<file path="config.mk">
export PLATFORM = sky130hd
export DESIGN_NAME = lsub_bridge
export DESIGN_NICKNAME = d
export VERILOG_FILES = /design/src/pkg/lsub_pkg.sv /design/src/core/lsub_bridge.sv /design/src/core/lsub_region.sv /design/src/core/lsub_dpu.sv
export SDC_FILE = /design/constraint.sdc
export NUM_CORES = 1
export LEC_CHECK = 0
export ABC_AREA = 1
export BUFFER_PORTS_ARGS = -buffer_cell sky130_fd_sc_hd__buf_4
export CAP_MARGIN = 5
export CORE_MARGIN = 4
export CORE_UTILIZATION = 50
export CTS_BUF_LIST = sky130_fd_sc_hd__clkbuf_8
export CTS_CLUSTER_SIZE = 24
export DETAILED_ROUTE_END_ITERATION = 16
export HOLD_SLACK_MARGIN = 0.06
export PLACE_DENSITY = 0.79
export SLEW_MARGIN = 20
export SYNTH_ARGS = -nofsm -noshare
export SYNTH_HDL_FRONTEND = slang
export SYNTH_HIERARCHICAL = 1
export SYNTH_SLANG_ARGS = --single-unit
</file>
<file path="constraint.sdc">
create_clock -name clk -period 2.94 [get_ports clk]
set_input_delay 0.588 -clock clk [delete_from_list [all_inputs] [get_ports clk]]
set_output_delay 0.588 -clock clk [all_outputs]
set_load 0.05 [all_outputs]
</file>
<file path="src/pkg/lsub_pkg.sv">
// constants, field layout and state codes for the load/store to unified bus bridge
package lsub_pkg;

  // --------------------------------------------------------------------------
  // register offsets (byte addresses)
  // --------------------------------------------------------------------------
  localparam logic [7:0] LSUB_OFF_RBA0 = 8'h00;
  localparam logic [7:0] LSUB_OFF_RA0  = 8'h10;
  localparam logic [7:0] LSUB_OFF_GRA  = 8'h20;
  localparam logic [7:0] LSUB_OFF_CTRL = 8'h24;
  localparam logic [7:0] LSUB_OFF_LBLK = 8'h28;
  localparam logic [7:0] LSUB_OFF_STAT = 8'h2c;

  // --------------------------------------------------------------------------
  // field positions
  // --------------------------------------------------------------------------
  localparam int LSUB_RA_SIZE_LSB = 0;
  localparam int LSUB_RA_SIZE_W   = 4;
  localparam int LSUB_RA_SUPER    = 4;
  localparam int LSUB_RA_GUARD    = 5;
  localparam int LSUB_RA_RDONLY   = 6;
  localparam int LSUB_GRA_EN_LSB  = 8;
  localparam int LSUB_CTRL_SPROT  = 0;
  localparam int LSUB_CTRL_SHOW   = 1;
  localparam int LSUB_BASE_LSB    = 12;

  // --------------------------------------------------------------------------
  // region sizes: 4 Kbytes (2^12) up to 16 Mbytes (2^24)
  // --------------------------------------------------------------------------
  localparam int                         LSUB_MIN_SIZE_LOG2 = 12;
  localparam logic [LSUB_RA_SIZE_W-1:0]  LSUB_MAX_SIZE_CODE = 4'hc;
  localparam logic [1:0]                 LSUB_PIPE_MAX      = 2'h1;

  // --------------------------------------------------------------------------
  // reset values
  // --------------------------------------------------------------------------
  localparam logic [31:0] LSUB_RST_RBA  = 32'h0000_0000;
  localparam logic [31:0] LSUB_RST_RA   = 32'h0000_0000;
  localparam logic [31:0] LSUB_RST_GRA  = 32'h0000_0000;
  localparam logic [31:0] LSUB_RST_CTRL = 32'h0000_0000;
  localparam logic [31:0] LSUB_RST_LBLK = 32'h0000_0000;

  typedef enum logic [1:0] {
    LSUB_SHOW_NONE   = 2'b00,
    LSUB_SHOW_ALL    = 2'b01,
    LSUB_SHOW_WRITES = 2'b10
  } lsub_show_t;

  typedef enum logic [2:0] {
    LSUB_ST_IDLE = 3'b000,
    LSUB_ST_IN   = 3'b001,
    LSUB_ST_WAIT = 3'b010,
    LSUB_ST_OUT  = 3'b011,
    LSUB_ST_SHOW = 3'b100,
    LSUB_ST_GAP  = 3'b101
  } lsub_state_t;

endpackage

</file>
<file path="src/core/lsub_bridge.sv">
// load/store bus to unified bus bridge with data protection unit
// ----------------------------------------------------------------------------
// Notes on behaviour
// - unified-bus inbound wins simultaneous starts
// - forward non-local loads/stores; pass inbound through
// - unified side never issues back-to-back accesses
// - start unified cycle only at depth <=1
// - inbound accesses taken one at a time
// - load/store side carries one transaction
// - module select for one programmable block
// - no dual mapping of local spaces
// - show cycles: none, all, writes only
// - sram protect blocks unified-side sram access
// - four regions with base and size
// - sizes 4 Kbytes to 16 Mbytes
// - base aligned to size; overlap allowed
// - region: privilege, guarded, enable, read-only
// - global default privilege and guarded
// - interrupt on violation, guarded load, ro write
// - data relocate bit enables checking
// - local sram accesses are not checked
// - lowest matching region wins, global last
// - speculative guarded access is retried
// - denied access raises storage exception
// - soft reset idles; hard reset clears registers
// ----------------------------------------------------------------------------
`timescale 1ns/1ps
module lsub_bridge
  import lsub_pkg::*;
#(
  parameter int LBLK_LOG2 = 15,
  parameter int NREG      = 4
) (
  // clock and resets
  input  wire logic              clk,
  input  wire logic              rst,
  input  wire logic              soft_rst,
  // apb register port
  input  wire logic              psel,
  input  wire logic              penable,
  input  wire logic              pwrite,
  input  wire logic [7:0]        paddr,
  input  wire logic [31:0]       pwdata,
  output logic                   pready,
  output logic [31:0]            prdata,
  output logic                   pslverr,
  // processor load/store requests
  input  wire logic              ls_req,
  input  wire logic [31:0]       ls_addr,
  input  wire logic              ls_we,
  input  wire logic [31:0]       ls_wdata,
  input  wire logic              ls_user,
  input  wire logic              ls_spec,
  input  wire logic              ls_cancel,
  input  wire logic              data_relocate_bit,
  output logic                   ls_ack,
  output logic                   ls_retry,
  output logic                   ls_dsi,
  output logic [31:0]            ls_rdata,
  output logic                   ls_mod_sel,
  output logic                   prot_irq,
  // load/store bus master (inbound traffic)
  output logic                   lm_req,
  output logic [31:0]            lm_addr,
  output logic                   lm_we,
  output logic [31:0]            lm_wdata,
  input  wire logic              lm_ack,
  input  wire logic [31:0]       lm_rdata,
  // unified bus slave (inbound)
  input  wire logic              us_req,
  input  wire logic [31:0]       us_addr,
  input  wire logic              us_we,
  input  wire logic [31:0]       us_wdata,
  output logic                   us_ack,
  output logic                   us_err,
  output logic [31:0]            us_rdata,
  // unified bus master (outbound and show)
  output logic                   um_req,
  output logic [31:0]            um_addr,
  output logic                   um_we,
  output logic [31:0]            um_wdata,
  output logic                   um_show,
  input  wire logic              um_ack,
  input  wire logic [31:0]       um_rdata,
  input  wire logic [1:0]        um_pipe_depth
);
  import lsub_pkg::*;

  // --------------------------------------------------------------------------
  // registers
  // --------------------------------------------------------------------------
  logic [NREG-1:0][31:0] rba;
  logic [NREG-1:0][31:0] ra;
  logic [31:0]           gra;
  logic [31:0]           ctrl;
  logic [31:0]           lblk;
  lsub_state_t           state;
  logic [2:0]            last_evt;

  logic        wr_en;
  logic        rd_en;
  logic        hit_map;
  logic [31:0] rd_val;
  lsub_show_t  show_mode;
  logic        sram_prot;
  logic [31:0] blk_mask;
  logic        ls_local;
  logic        us_local;
  logic        d_super;
  logic        d_guard;
  logic        d_ro;
  logic        spec_hold;
  logic        viol;
  logic        want_show;
  logic        pipe_ok;

  assign wr_en     = psel && penable && pwrite && !pready;
  assign rd_en     = psel && penable && !pwrite && !pready;
  assign show_mode = lsub_show_t'(ctrl[LSUB_CTRL_SHOW +: 2]);
  assign sram_prot = ctrl[LSUB_CTRL_SPROT];
  assign pipe_ok   = um_pipe_depth <= LSUB_PIPE_MAX;

  // --------------------------------------------------------------------------
  // apb slave
  // --------------------------------------------------------------------------
  always_comb begin
    hit_map = 1'b1;
    rd_val  = 32'h0000_0000;
    if (paddr[1:0] != 2'b00) begin
      hit_map = 1'b0;
    end else if (paddr < LSUB_OFF_RA0) begin
      rd_val = rba[paddr[3:2]];
    end else if (paddr < LSUB_OFF_GRA) begin
      rd_val = ra[paddr[3:2]];
    end else begin
      case (paddr)
        LSUB_OFF_GRA:  rd_val = gra;
        LSUB_OFF_CTRL: rd_val = ctrl;
        LSUB_OFF_LBLK: rd_val = lblk;
        LSUB_OFF_STAT: rd_val = {26'h0, last_evt, state};
        default:       hit_map = 1'b0;
      endcase
    end
  end

  // answer in the second access cycle; pready is a flop so outputs stay clean
  always_ff @(posedge clk) begin
    if (rst) begin
      pready  <= 1'b0;
      prdata  <= 32'h0000_0000;
      pslverr <= 1'b0;
    end else begin
      pready  <= psel && penable && !pready;
      prdata  <= rd_en && hit_map ? rd_val : 32'h0000_0000;
      pslverr <= psel && penable && !pready && !hit_map;
    end
  end

  // configuration writes; only hard reset clears them
  always_ff @(posedge clk) begin
    if (rst) begin
      rba  <= {NREG{LSUB_RST_RBA}};
      ra   <= {NREG{LSUB_RST_RA}};
      gra  <= LSUB_RST_GRA;
      ctrl <= LSUB_RST_CTRL;
      lblk <= LSUB_RST_LBLK;
    end else if (wr_en && hit_map) begin
      if (paddr < LSUB_OFF_RA0) begin
        // low bits below the smallest region are not stored
        rba[paddr[3:2]] <= {pwdata[31:LSUB_BASE_LSB], 12'h000};
      end else if (paddr < LSUB_OFF_GRA) begin
        ra[paddr[3:2]] <= {25'h0, pwdata[6:0]};
      end else if (paddr == LSUB_OFF_GRA) begin
        gra <= {20'h0, pwdata[11:8], 2'h0, pwdata[5:4], 4'h0};
      end else if (paddr == LSUB_OFF_CTRL) begin
        ctrl <= {29'h0, pwdata[2:0]};
      end else if (paddr == LSUB_OFF_LBLK) begin
        lblk <= pwdata;
      end
    end
  end

  // --------------------------------------------------------------------------
  // decode and protection
  // --------------------------------------------------------------------------
  // the local block; raw address, no dual-map alias into it
  assign blk_mask = 32'hffff_ffff << LBLK_LOG2;
  assign ls_local = ((ls_addr ^ lblk) & blk_mask) == 32'h0000_0000;
  assign us_local = ((us_addr ^ lblk) & blk_mask) == 32'h0000_0000;

  lsub_dpu #(
    .NREG (NREG)
  ) u_dpu (
    .rba        (rba),
    .ra         (ra),
    .gra        (gra),
    .addr       (ls_addr),
    .super_only (d_super),
    .guarded    (d_guard),
    .rdonly     (d_ro)
  );

  // checking off: everything counts as guarded, no exceptions
  // speculative guarded access waits, even when also a violation
  assign spec_hold = ls_spec && (!data_relocate_bit || d_guard);
  // privilege and read-only checks; drive the exception
  assign viol      = data_relocate_bit && ((ls_user && d_super) || (ls_we && d_ro));
  assign want_show = (show_mode == LSUB_SHOW_ALL) || (show_mode == LSUB_SHOW_WRITES && ls_we);

  // --------------------------------------------------------------------------
  // transaction sequencer
  // --------------------------------------------------------------------------
  always_ff @(posedge clk) begin
    ls_ack     <= 1'b0;
    ls_retry   <= 1'b0;
    ls_dsi     <= 1'b0;
    ls_mod_sel <= 1'b0;
    prot_irq   <= 1'b0;
    us_ack     <= 1'b0;
    us_err     <= 1'b0;
    // either reset idles and drops pending work
    if (rst || soft_rst) begin
      state    <= LSUB_ST_IDLE;
      lm_req   <= 1'b0;
      um_req   <= 1'b0;
      um_show  <= 1'b0;
      lm_addr  <= 32'h0000_0000;
      lm_we    <= 1'b0;
      lm_wdata <= 32'h0000_0000;
      um_addr  <= 32'h0000_0000;
      um_we    <= 1'b0;
      um_wdata <= 32'h0000_0000;
      ls_rdata <= 32'h0000_0000;
      us_rdata <= 32'h0000_0000;
      last_evt <= 3'h0;
    end else begin
      case (state)
        LSUB_ST_IDLE: begin
          if (us_req) begin
            if (us_local && sram_prot) begin
              // sram closed to the unified side
              us_err <= 1'b1;
              state  <= LSUB_ST_GAP;
            end else begin
              lm_req   <= 1'b1;
              lm_addr  <= us_addr;
              lm_we    <= us_we;
              lm_wdata <= us_wdata;
              state    <= LSUB_ST_IN;
            end
          end else if (ls_req && ls_local) begin
            // local sram skips the protection unit
            ls_mod_sel <= 1'b1;
            um_addr    <= ls_addr;
            um_we      <= ls_we;
            um_wdata   <= ls_wdata;
            state      <= want_show ? LSUB_ST_SHOW : LSUB_ST_GAP;
            ls_ack     <= !want_show;
          end else if (ls_req) begin
            if (spec_hold) begin
              ls_retry <= 1'b1;
              prot_irq <= data_relocate_bit && !ls_we;
              last_evt <= 3'h1;
            end else if (viol) begin
              ls_dsi   <= 1'b1;
              prot_irq <= 1'b1;
              last_evt <= {ls_we && d_ro, 2'h2};
            end else begin
              um_addr  <= ls_addr;
              um_we    <= ls_we;
              um_wdata <= ls_wdata;
              state    <= LSUB_ST_WAIT;
            end
            if (spec_hold || viol) begin
              state <= LSUB_ST_GAP;
            end
          end
        end
        LSUB_ST_IN: begin
          if (lm_ack) begin
            lm_req   <= 1'b0;
            us_ack   <= 1'b1;
            us_rdata <= lm_rdata;
            state    <= LSUB_ST_GAP;
          end
        end
        LSUB_ST_WAIT, LSUB_ST_SHOW: begin
          if (ls_cancel) begin
            state <= LSUB_ST_GAP;
          end else if (pipe_ok) begin
            // launch only at shallow pipe depth
            um_req  <= 1'b1;
            um_show <= state == LSUB_ST_SHOW;
            state   <= LSUB_ST_OUT;
          end
        end
        LSUB_ST_OUT: begin
          if (um_ack) begin
            um_req   <= 1'b0;
            um_show  <= 1'b0;
            ls_ack   <= 1'b1;
            ls_rdata <= um_show ? 32'h0000_0000 : um_rdata;
            state    <= LSUB_ST_GAP;
          end
        end
        // one idle cycle between any two accesses
        LSUB_ST_GAP: state <= LSUB_ST_IDLE;
        default:     state <= LSUB_ST_IDLE;
      endcase
    end
  end
endmodule

</file>
<file path="src/core/lsub_region.sv">
// one protection region address comparator
`timescale 1ns/1ps
module lsub_region
  import lsub_pkg::*;
(
  // region programming
  input  wire logic [31:0] base,
  input  wire logic [31:0] attr,
  input  wire logic        en,
  // access
  input  wire logic [31:0] addr,
  output logic             hit
);
  import lsub_pkg::*;

  logic [LSUB_RA_SIZE_W-1:0] code;
  logic [31:0]               mask;

  always_comb begin
    code = attr[LSUB_RA_SIZE_LSB +: LSUB_RA_SIZE_W];
    // codes above 16 Mbytes clamp so a bad value never widens past the top size
    if (code > LSUB_MAX_SIZE_CODE) begin
      code = LSUB_MAX_SIZE_CODE;
    end
    mask = 32'hffff_ffff << (LSUB_MIN_SIZE_LOG2 + int'(code));
    hit  = en && (((addr ^ base) & mask) == 32'h0000_0000);
  end

endmodule

</file>
<file path="src/core/lsub_dpu.sv">
// data protection unit: four regions plus a global default entry
`timescale 1ns/1ps
module lsub_dpu
  import lsub_pkg::*;
#(
  parameter int NREG = 4
) (
  // programming
  input  wire logic [NREG-1:0][31:0] rba,
  input  wire logic [NREG-1:0][31:0] ra,
  input  wire logic [31:0]           gra,
  // access and effective attributes
  input  wire logic [31:0]           addr,
  output logic                       super_only,
  output logic                       guarded,
  output logic                       rdonly
);
  import lsub_pkg::*;

  logic [NREG-1:0] hit;

  for (genvar i = 0; i < NREG; i++) begin : g_reg
    lsub_region u_region (
      .base (rba[i]),
      .attr (ra[i]),
      .en   (gra[LSUB_GRA_EN_LSB + i]),
      .addr (addr),
      .hit  (hit[i])
    );
  end

  always_comb begin
    // global entry applies when nothing matches
    super_only = gra[LSUB_RA_SUPER];
    guarded    = gra[LSUB_RA_GUARD];
    rdonly     = 1'b0;
    // walk down so the lowest region number wins
    for (int i = NREG - 1; i >= 0; i--) begin
      if (hit[i]) begin
        super_only = ra[i][LSUB_RA_SUPER];
        guarded    = ra[i][LSUB_RA_GUARD];
        rdonly     = ra[i][LSUB_RA_RDONLY];
      end
    end
  end

endmodule

</file>
After elaboration in Yosys (flattened, before gate mapping)

Index checks and enable logic that the tools add are counted.
W data, S select, Z words.

Bits in registers: 541
Output and inout port bits: 238
Input bits: 250

$add $sub $neg: 4
Bitwise operators: 21
Multiplexer cells: 80
Order comparisons: 9
Shift operators: 4
Equality and inequality tests: 22
Reduce and logical (&&, ||, !) cells: 66

Operators by type and width:

| cell                    | number |
|---|---|
| $mux W32                | 14 |
| $bwmux W128             | 2 |
| $logic_not A32 Y1       | 6 |
| $xor A32 B32 Y32        | 6 |
| $and A32 B32 Y32        | 4 |
| $bmux W32 S2            | 2 |
| $pmux W32 S4            | 1 |
| $shl A32 B5 Y32 const A | 4 |
| $demux W32 S2           | 1 |
| $mux W3                 | 13 |
| $mux W1                 | 38 |
| $eq A8 B6 Y1 const B    | 4 |
| $logic_and A1 B1 Y1     | 22 |
| $add A4 B4 Y5 const A   | 4 |
| $gt A4 B4 Y1 const B    | 4 |
| $mux W4                 | 4 |
| $reduce_and A5 Y1       | 3 |
| $ne A2 B2 Y1 const B    | 6 |
| $pmux W3 S4             | 1 |
| $reduce_and A4 Y1       | 3 |
| $reduce_and A6 Y1       | 2 |
| $not A1 Y1              | 11 |
| $ne A5 B5 Y1 const B    | 2 |
| $reduce_bool A2 Y1      | 5 |
| other kinds (24)        | 44 |

Depth between registers and ports, before layout

Gate-level depths: netlist of the first run.

Word-level depth: 21
Gate-level depth with buffers: 29

By module

The synthesis of the first run kept the hierarchy.

Modules (own cells, without submodules):

| module                                     | times used | area each (µm²) | sequential area each (µm²) | cells each |
|---|---|---|---|---|
| lsub_bridge                                | 1          | 15123.3         | 7867.5                     | 1992 |
| lsub_region at u_dpu.g_reg[0].u_region ... | 3          | 838.3           | 0.0                        | 159 |
| lsub_region at u_dpu.g_reg[3].u_region     | 1          | 824.5           | 0.0                        | 165 |
| lsub_dpu                                   | 1          | 138.9           | 0.0                        | 34 |

Worst setup path after synthesis of the first run

Ideal clock, no wire load.

Path type: reg2reg
Start: register ra[34] in the netlist's numbering
End: register um_addr[11]
Arrival time: 2.821 ns
Setup time: 0.116 ns
Stages on the path, launching flop included: 25
Period minus slack after synthesis: 2.937 ns
Buffers on the path: 2
Slack: 0.003 ns
Cell sequence: dfxtp_1 -> inv_2 -> ha_1 -> inv_1 -> o211ai_1 -> o21ai_1 -> nand2_1 -> nor2_1 -> nand3_1 -> nor2_1 -> a21oi_1 -> nand2_1 -> nand2_1 -> nand2_1 -> nand2_1 -> nand2_1 -> nand2_1 -> nand2_1 -> nand2_1 -> nand2_2 -> inv_2 -> buf_6 -> buf_6 -> nor2_1 -> nor2_1

Longest elaborated chain between the ends: 14
Elaborated cells between the ends (all ways): 22
Those cells by class: 1 x add/sub; 1 x order compare; 2 x eq/ne; 1 x shift; 7 x mux; 1 x bitwise; 9 x reduce/logical

RTL lines:

| item                              | RTL line           | RTL |
|---|---|---|
| from (decl)                       | lsub_bridge.sv:93  | `logic [NREG-1:0][31:0] ra;` |
| from (signal assigned)            | lsub_bridge.sv:163 | `ra <= {NREG{LSUB_RST_RA}};` |
| from (signal, indexed assignment) | lsub_bridge.sv:172 | `ra[paddr[3:2]] <= {25'h0, pwdata[6:0]};` |
| $gt A4 B4 Y1                      | lsub_region.sv:22  | `if (code > LSUB_MAX_SIZE_CODE) begin` |
| $mux W4 *                         | lsub_region.sv:22  |  |
| $add A4 B4 Y5 *                   | lsub_region.sv:25  | `mask = 32'hffff_ffff << (LSUB_MIN_SIZE_LOG2 + int'(code));` |
| $shl A32 B5 Y32 *                 | lsub_region.sv:25  |  |
| $and A32 B32 Y32 *                | lsub_region.sv:26  | `hit = en && (((addr ^ base) & mask) == 32'h0000_0000);` |
| $logic_not A32 Y1 *               | lsub_region.sv:26  |  |
| $logic_and A1 B1 Y1 *             | lsub_region.sv:26  |  |
| net u_dpu.hit[1]                  | lsub_dpu.sv:20     | `logic [NREG-1:0] hit;` |
| $mux W1 * (2 in a row)            | lsub_dpu.sv:39     | `if (hit[i]) begin` |
| net d_ro                          | lsub_bridge.sv:111 | `logic d_ro;` |
| $logic_and A1 B1 Y1 *             | lsub_bridge.sv:207 | `assign viol = data_relocate_bit && ((ls_user && d_super) \|\| (ls_we && d_ro));` |
| $logic_or A1 B1 Y1 *              | lsub_bridge.sv:207 |  |
| $logic_and A1 B1 Y1 *             | lsub_bridge.sv:207 |  |
| $ne A2 B1 Y1 (no line) *          | --                 |  |
| $reduce_and A5 Y1 (no line) *     | --                 |  |
| to (signal assigned)              | lsub_bridge.sv:254 | `um_addr <= ls_addr;` |
| to (signal assigned)              | lsub_bridge.sv:269 | `um_addr <= ls_addr;` |
| to (decl)                         | lsub_bridge.sv:79  | `output logic [31:0] um_addr,` |

Mark *: on every way through the listed nets, which the timed path passes. The rest lies on a longest branch.
A chain may end at the register's enable or synchronous reset.

Worst setup path in the final report of the first run

Start: register ra[67] in the netlist's numbering
End: register um_addr[5]

Longest elaborated chain between the ends: 15
Elaborated cells between the ends (all ways): 25
Those cells by class: 1 x add/sub; 1 x order compare; 2 x eq/ne; 1 x shift; 10 x mux; 1 x bitwise; 9 x reduce/logical

RTL lines:

| item                          | RTL line |
|---|---|
| $gt A4 B4 Y1                  | lsub_region.sv:22 |
| $mux W4 *                     | lsub_region.sv:22 |
| $add A4 B4 Y5 *               | lsub_region.sv:25 |
| $shl A32 B5 Y32 *             | lsub_region.sv:25 |
| $and A32 B32 Y32 *            | lsub_region.sv:26 |
| $logic_not A32 Y1 *           | lsub_region.sv:26 |
| $logic_and A1 B1 Y1 *         | lsub_region.sv:26 |
| net u_dpu.hit[2]              | lsub_dpu.sv:20 |
| $mux W1 * (3 in a row)        | lsub_dpu.sv:39 |
| net d_ro                      | lsub_bridge.sv:111 |
| $logic_and A1 B1 Y1 *         | lsub_bridge.sv:207 |
| $logic_or A1 B1 Y1 *          | lsub_bridge.sv:207 |
| $logic_and A1 B1 Y1 *         | lsub_bridge.sv:207 |
| $ne A2 B1 Y1 (no line) *      | -- |
| $reduce_and A5 Y1 (no line) * | -- |

Marks and branches as above.

==> impl.org, run 1 <==
** Floorplanning
- Starting Density :: 50.7%
- Area of the core :: 36700 um2
- Die Outline Area :: 40400 um2
- Number of cell rows :: 70
- 488 I/O pins were placed.
- Measured along the y axis, the die boundary spans 201 um.
- The die is 201 um wide.

** Worst setup path
- By startpoint and endpoint, the worst setup path is classified as flip-flop to flip-flop.
- Maximum fanout along the worst path :: 5
- Largest stage delay on the critical path :: 0.35 ns
- Arrival time at the worst endpoint :: 3.68 ns
- Nature of the critical path startpoint :: flip-flop
- STA puts the critical path data required time at 3.44 ns.
- Sort of element at the end of the critical path :: flip-flop
- Crit path max-delay cell type :: dfxtp_2

** Global route
- The number of antenna violations at the first check in global routing is 10.
- The via count of the first global-routing pass is 19800.
- Global routing finished with a remaining overflow of 0.
- Total global routing track utilization :: 35.1%
- The first global-routing pass estimated 113000 um of wire.
- Largest net degree at the start of global routing :: 81

** Timing
- Number of max-slew violations in the final report :: 0
- At the pin with the least slew margin, the transition time is 1.04 ns.
- Hold Slack :: 0.195 ns
- Final count of negative-setup-slack endpoints :: 70
- Setup TNS Final :: -13.43 ns
- Post-layout minimum cycle time :: 3.18 ns
- After layout, the worst path uses 108% of the clock period.
- Number of hold violations in the final report :: 0
- Between clock sinks in the finished design, the worst skew comes to 0.0158 ns.
- Timing would allow up to 314 MHz.
- Max-slew headroom at the worst pin :: 30.7%
- RSZ-0062 raised after global routing :: yes
- Setup slack on the critical path of the routed design comes to -0.243 ns.

** Detailed routing
- Vias :: 20900
- The first TritonRoute pass finished after 7 iterations.
- DRC viols :: 0
- Average detailed-routed wire length per instance :: 19.8 um
- In the routed layout, each cell is associated on average with a via count of 5.43.
- Once detail routing completed, the nets flagged for antenna violations numbered 0.
- The final layout contains routed wiring with a total length of 76000 um.
- In this run, the number of DRC markers left after iteration 0 of detailed routing was 2274.

** Final layout
- Most frequent standard cell in the layout excluding fill and tap cells :: buf_4
- The multi-input combinational cells in the finished layout cover a total of 9840 um2.
- Fraction of layout cells with a size suffix above 1 :: 30.1%
- For this run, the post-layout net count is 3589.
- Post-route cell area :: 26300 um2
- Number of inserted filler cells in the final layout :: 2934
- Leaving out fill and tap cells, the most frequent cells in the layout are buf_4 (623), nor2_1 (451), nand2_1 (392).
- The sequential cells in the finished layout cover a total of 7880 um2.
- Share of the core filled with cells :: 71.8%
- Relative area change from synthesis to final layout :: 41.6%

** Place
- In this run the cell area measured after placement is 23800 um2.
- The HPWL after detailed placement is 54400 um.
- Placer's final routability congestion estimate :: 0.995
- Buffers placed on the I/O ports in this run total 486.

** CTS
- After clock tree synthesis, the clock-pin slew on the worst setup and hold paths is 0.06 ns.
- Quantity of hold-fixing buffers added after cts :: 0
- Maximum buffer depth of the clock tree :: 3
- Root Buffer Master :: clkbuf_8
- TritonCTS clock tree :: built
- Clock buffer count from CTS :: 68
- Clk_lat worst skew :: 0.62 ns
- Num Clock Sinks :: 393
- The clock tree synthesis step divided the H-tree into 3 levels.

** Power and ir drop
- For this design the static power due to leakage is 0.0116 uW.
- Max VDD drop :: 0.393 mV
- Power density cells :: 469 nW/um2
- Final Power :: 12300 uW

** Flow run
- Max-cap check violation count :: 0

** Synth
- Averaged over all synthesized cells, the footprint is 6.97 um2.
- Area share of xor/xnor cells in the synthesized design :: 4.28%
- Yosys printed 6 warnings.
- Synthesis produced 2668 cells.
- Synth Cell Area :: 18600 um2
- Area fraction in compound gates after synthesis :: 18.6%
- Of the total synthesized cell area, the portion taken by AND, OR, NAND and NOR gates is 24.0%.
- After synthesis, flip-flops and latches occupy 42.3% of the total area.
- Adder-Cell Fraction of Synth Area :: 1.08%
- Counting flops and latches in the post-synthesis netlist gives 393.
- Dominant combinational cell family by area after synthesis :: simple AND/OR/NAND/NOR gates
- Distinct cells, synth :: 42
- Portion of netlist area occupied by mux cells :: 0%

** Run status
- The final reports fail on setup timing.
- Result of the run :: complete, but fails checks

** Min path
- Hold/Removal Path Class :: input port to flip-flop
-- through the flow --
step,cells,worst slack [ns]
2_1_floorplan,2720,0.00337
3_3_place_gp,3697,-0.432
3_5_place_dp,3697,-0.503
4_1_cts,3833,-0.107
5_1_grt,3841,-0.393
6_report,3848,-0.243
-- cells by family (layout without fill, tap and decap cells) --
family                     count (synthesis)  in the layout
xor gates and xnor gates                  91             91
DFF                                      393            393
buffers and inverters                    444           1095
other                                      1             62
adders and majority gates                 16             16
AOI/OAI and AO/OA                        641            641
and+or+nand+nor                         1082           1082
-- report_power, final --
group / switching, uW / internal [uW] / leakage [uW]
combinational: 1210 / 729 / 0.00763
sequential: 59.5 / 5420 / 0.00318
clock: 2270 / 2650 / 0.000773
total: 3540 / 8800 / 0.0116
-- critical path: cells and delay by family (launching register included) --
family / cells / cell delay [ns]
simple gates: 19 / 1.59
compound gates: 1 / 0.12
fa+ha+maj: 1 / 0.15
flops: 1 / 0.35
buf+inv: 7 / 0.83
-- flip-flops by register name (all words and copies together), names as in the netlist, 3 cells and up --
register  cells
rba          80
lblk         32
lm_addr      32
lm_wdata     32
ls_rdata     32
prdata       32
um_addr      32
um_wdata     32
us_rdata     32
ra           28
gra           6
ctrl          3
last_evt      3
state         3
-- layer usage --
metal / wire [um] / global-route usage [%] / part of all wire, % / vias up
met4: 3690 / 14.9 / 4.9 / 6
li1: - / - / - / 9894
met3: 7960 / 10.1 / 10 / 240
met1: 29600 / 44.6 / 39 / 9590
met2: 34800 / 56.0 / 46 / 1154
met5: 49 / 0 / 0.064 / -
-- layout make-up --
cell class / instances / area share, %
clock inverter: 31 / 0.527
inverter: 311 / 4.54
tap: 468 / 2.22
timing repair buffer: 666 / 20.8
antenna: 9 / 0.0855
clock buffer: 87 / 4.55
multi-input combinational: 1883 / 37.4
sequential: 393 / 29.9
-- cell usage after synthesis (all sizes together) --
library cell / count / area, um2
a31oi: 2 / 12.5
nor2: 491 / 1880
o2111ai: 2 / 17.5
a21oi: 224 / 1120
xnor2: 22 / 193
clkinv: 1 / 3.75
o221ai: 2 / 17.5
ha: 16 / 200
o22ai: 28 / 175
xor2: 69 / 604
clkbuf: 73 / 274
o211ai: 11 / 82.6
nand2: 435 / 1680
nand3: 106 / 596
nand3b: 1 / 7.51
or2: 12 / 75.1
a221oi: 21 / 184
nand4: 29 / 181
a21boi: 1 / 7.51
dfxtp: 393 / 7870
buf: 60 / 358
conb: 1 / 3.75
nor3: 8 / 50.1
a211oi: 19 / 143
inv: 310 / 1170
o21ai: 327 / 1670
o31ai: 4 / 30.0
-- timing repair --
action,4_1_cts,5_1_grt
cloned,7,4
endpoints found under the hold margin,0,0
setup endpoints to repair,71,73
resized for setup,218,78
pin swaps,32,39
buffers inserted,11,4
-- path summary, 6_finish.rpt --
| path | end | slack [ns] | depth (start not counted) | start |
|---|---|---|---|---|
| max | um_addr[5]$_SDFFE_PP0P_ | -0.24 | 28 | ra[67]$_SDFFE_PP0P_ |
| max reg2reg | um_addr[5]$_SDFFE_PP0P_ | -0.24 | 28 | ra[67]$_SDFFE_PP0P_ |
| min | us_rdata[9]$_SDFFE_PP0P_ | 0.19 | 3 | lm_rdata[9] |
| min reg2reg | prdata[7]$_SDFF_PP0_ | 0.45 | 2 | lblk[7]$_SDFFE_PP0P_ |
(Power assumes the default switching activity.)
==> run 2: changes to the inputs <==
--- a/config.mk
+++ b/config.mk
@@ -14,6 +14,7 @@
 export CTS_CLUSTER_SIZE = 24
 export DETAILED_ROUTE_END_ITERATION = 16
 export HOLD_SLACK_MARGIN = 0.06
+export MAX_ROUTING_LAYER = met4
 export PLACE_DENSITY = 0.79
 export SLEW_MARGIN = 20
 export SYNTH_ARGS = -nofsm -noshare
==> impl.org, run 2 (synthesis gave the netlist of run 1 again) <==
** CTS
- Total number of H-tree levels :: 3 (unchanged)
- Num Clock Sinks :: 393 (unchanged)
- Clk_lat worst skew :: 0.64 ns (+0.02 ns)
- Maximum buffer depth of the clock tree :: 3 (unchanged)
- TritonCTS built the clock tree.
- The number of clock buffers inserted by TritonCTS is 69 (+1.5%).
- Clock input transition at the sequential cells of the worst setup and hold paths :: 0.06 ns (about the same)
- The cts-stage hold buffer count is 0 (unchanged).
- Root Buffer Master :: clkbuf_8

** Worst setup path
- Sort of element at the end of the critical path :: flip-flop
- Count of buffer and inverter cells on the critical path :: 7 (unchanged)
- Worst Path Required :: 3.48 ns (+0.04 ns)
- FF-to-FF End :: um_wdata[24]$_SDFFE_PP0P_
- Reg-to-reg startpoint :: ra[98]$_SDFFE_PP0P_
- Maximum fanout along the worst path :: 6 (+1)
- The critical path is of the flip-flop to flip-flop type.
- Critical Path Most Common Cell :: nand2_1
- The arrival time at the worst endpoint came to 3.64 ns (-0.04 ns).
- Largest stage delay on the critical path :: 0.40 ns (+0.05 ns)
- Crit path max-delay cell type :: dfxtp_4
- On the critical path the largest part of the delay comes from simple AND/OR/NAND/NOR gates.
- The cell depth of the worst flop-to-flop path came to 28 (unchanged).
- In this run the worst setup path begins at ra[98]$_SDFFE_PP0P_.
- STA classifies the critical path startpoint as a flip-flop.
- Logic depth of the worst setup path including buffers :: 28 (unchanged)
- R2r setup slk :: -0.16 ns (+0.08 ns)

** Final layout
- Relative area change from synthesis to final layout :: 40.2%
- The library cells used most frequently in the layout, excluding fill and tap cells, are buf_4 (612), nor2_1 (469), nand2_1 (396).
- Number of inserted filler cells in the final layout :: 2999 (+2.2%)
- Leaving out fill and tap cells, the most frequent cell in the layout is buf_4.
- The final design area excluding fillers came to 26100 um2 (-0.98%).
- The register area came to 7880 um2 (unchanged).
- Post-layout net count :: 3572 (-0.47%)
- The number of flip-flops in the largest register came to 80 (unchanged).
- Non-filler instance count after layout :: 3833 (-0.39%)
- Largest register by flop count :: rba
- The share of cells above drive strength 1 came to 29.0% (-1.1 points).
- The footprint of the multi-input gates was 9700 um2 (-1.4%).

** Timing
- Number of hold violations in the final report :: 0 (unchanged)
- Number of max-slew violations in the final report :: 0 (unchanged)
- The worst-case clock skew is 0.0338 ns (+0.0180 ns).
- PnR worst setup slack :: -0.164 ns (+0.0788 ns)
- The maximum frequency from static timing analysis is 322 MHz (+2.5%).
- Final count of negative-setup-slack endpoints :: 67 (-4.3%)
- Post-layout minimum cycle time :: 3.10 ns (-0.0788 ns)
- The period utilization is 106% (-2.7 points).
- The remaining max-slew budget at the tightest pin was 25.4% (-5.2 points).
- Slew at the pin closest to its max-slew limit :: 1.12 ns (+0.0797 ns)
- Setup repair after global routing could not meet its margin everywhere.

** Place
- The number of buffer cells added on primary ports was 486 (unchanged).
- The final HPWL from detailed placement was 54500 um (about the same).
- The worst setup timing slack at the placement stage was -0.488 ns (+0.0154 ns).
- Placer's final routability congestion estimate :: 1.01 (+1.0%)
- The post-placement cell area is 23700 um2 (-0.58%).
- The count of placed standard cells including taps is 3682 (-0.41%).

** Power and ir drop
- The cell internal power dissipation came to 8950 uW (+1.6%).
- Part of the total power dissipated in combinational logic :: 15.1% (-0.6 points)
- The proportion of total power due to net switching was 28.7% (+0.077 points).
- Max VDD drop :: 0.370 mV (-5.8%)
- Part of the power in the clock network :: 41.3% (+1.4 points)
- The leakage power summed over all cells came to 0.0115 uW (-0.77%).
- Switching Power :: 3610 uW (+2.0%)
- The power density over cell area came to 482 nW/um2 (+2.8%).
- Power share of the sequential group :: 43.6% (-0.8 points)

** Detailed routing
- The average detailed-routed wire length per instance is 19.6 um (-0.71%).
- Final ANT Viol Nets :: 0 (unchanged)
- Pre-antenna DRT Iters :: 5 (-2)
- Number of DRC markers after the initial detailed-route iteration :: 2181 (-4.1%)
- The number of vias in the routed layout was 20800 (-0.49%).
- WL final :: 75200 um (-1.1%)
- The via count normalized by instance count is 5.42 (-0.10%).
- DRC viols :: 0 (unchanged)

** Global route
- Initial antenna violation count :: 9 (-1)
- GRT overflow :: 0 (unchanged)
- Wire length of the first global-routing pass :: 111000 um (-2.2%)
- The via count of the first global-routing pass was 19700 (-0.42%).
- Largest net degree at the start of global routing :: 81 (unchanged)
- Total global routing track utilization :: 35.4% (+0.27 points)

** Floorplanning
- Area of the core :: 36700 um2 (unchanged)
- Die Outline Area :: 40400 um2 (unchanged)
- The effective utilization at floorplan came to 50.7% (unchanged).
- Die H :: 201 um (unchanged)
- Horizontal die dimension :: 201 um (unchanged)
- Number of top-level design ports :: 488 (unchanged)
- The number of cell rows is 70 (unchanged).

** Flow run
- Max-cap check violation count :: 0 (unchanged)

** Min path
- The path class of the tightest hold or removal check is input port to flip-flop.
- The depth of the worst hold-timing path is 3 (unchanged).
- End of the worst hold path :: us_rdata[20]$_SDFFE_PP0P_
- In this run the most critical hold path is launched from lm_rdata[20].

** Run status
- The flow ran to the end, but the final reports show violations.
- Violated checks :: setup timing
run 2: power groups by stage:
stage	Sequential (uW)	Clock (uW)	Combinational [uW]
after global routing	5490	5470	2010
after floorplan	5910	0	598
final	5480	5180	1890
after detailed placement	5590	0	1710
after global placement	5590	0	1690
after CTS	5480	5240	1790
run 2: worst max path at each step:
stage	end	slack (ns)
2_1_floorplan	um_addr[11]$_SDFFE_PP0P_	0.003
3_3_place_gp	um_addr[11]$_SDFFE_PP0P_	-0.41
3_5_place_dp	um_addr[9]$_SDFFE_PP0P_	-0.49
4_1_cts	um_addr[2]$_SDFFE_PP0P_	-0.1
5_1_grt	um_wdata[26]$_SDFFE_PP0P_	-0.38
6_report	um_wdata[24]$_SDFFE_PP0P_	-0.16
run 2: cell type report:
cell class                 instances  area share (%)
timing repair buffer             648            20.3
clock buffer                      82            4.33
sequential                       393            30.2
multi-input combinational       1883            37.2
antenna                            9          0.0864
inverter                         311            4.56
tap                              468            2.25
clock inverter                    39            1.07
run 2: repair_timing:
| item | CTS | global route |
|---|---|---|
| resized for setup | 144 | 104 |
| pin swaps | 26 | 34 |
| setup buffers | 10 | 6 |
| gates cloned | 4 | 5 |
| setup endpoints to repair | 71 | 73 |
run 2: layer usage:
metal  up-vias  GRT usage [%]  wire length, um
met5         -              -                0
met4         0           15.7             3460
met3       216           8.24             7130
met2      1136           55.2            34500
met1      9587           43.9            30100
li1       9842              -                -
run 2: stage by stage:
step                util (%)  hold WS, ns  power, uW  setup TNS, ns
finish                  71.1        0.169      12600          -7.51
global route            71.1        0.185      13000         -23.41
CTS                     69.6        0.144      12500          -4.94
detailed placement      64.5        0.438       7310         -28.59
global placement        64.5        0.440       7280         -26.61
floorplan                  -        0.425       6510              0
run 2: worst reg2reg max path: cells and delay by family (launching register included):
kind | cells | cell delay, ns
DFF | 1 | 0.40
adders and majority gates | 1 | 0.15
and+or+nand+nor | 19 | 1.82
buffers and inverters | 7 | 0.62
AOI/OAI and AO/OA | 1 | 0.05
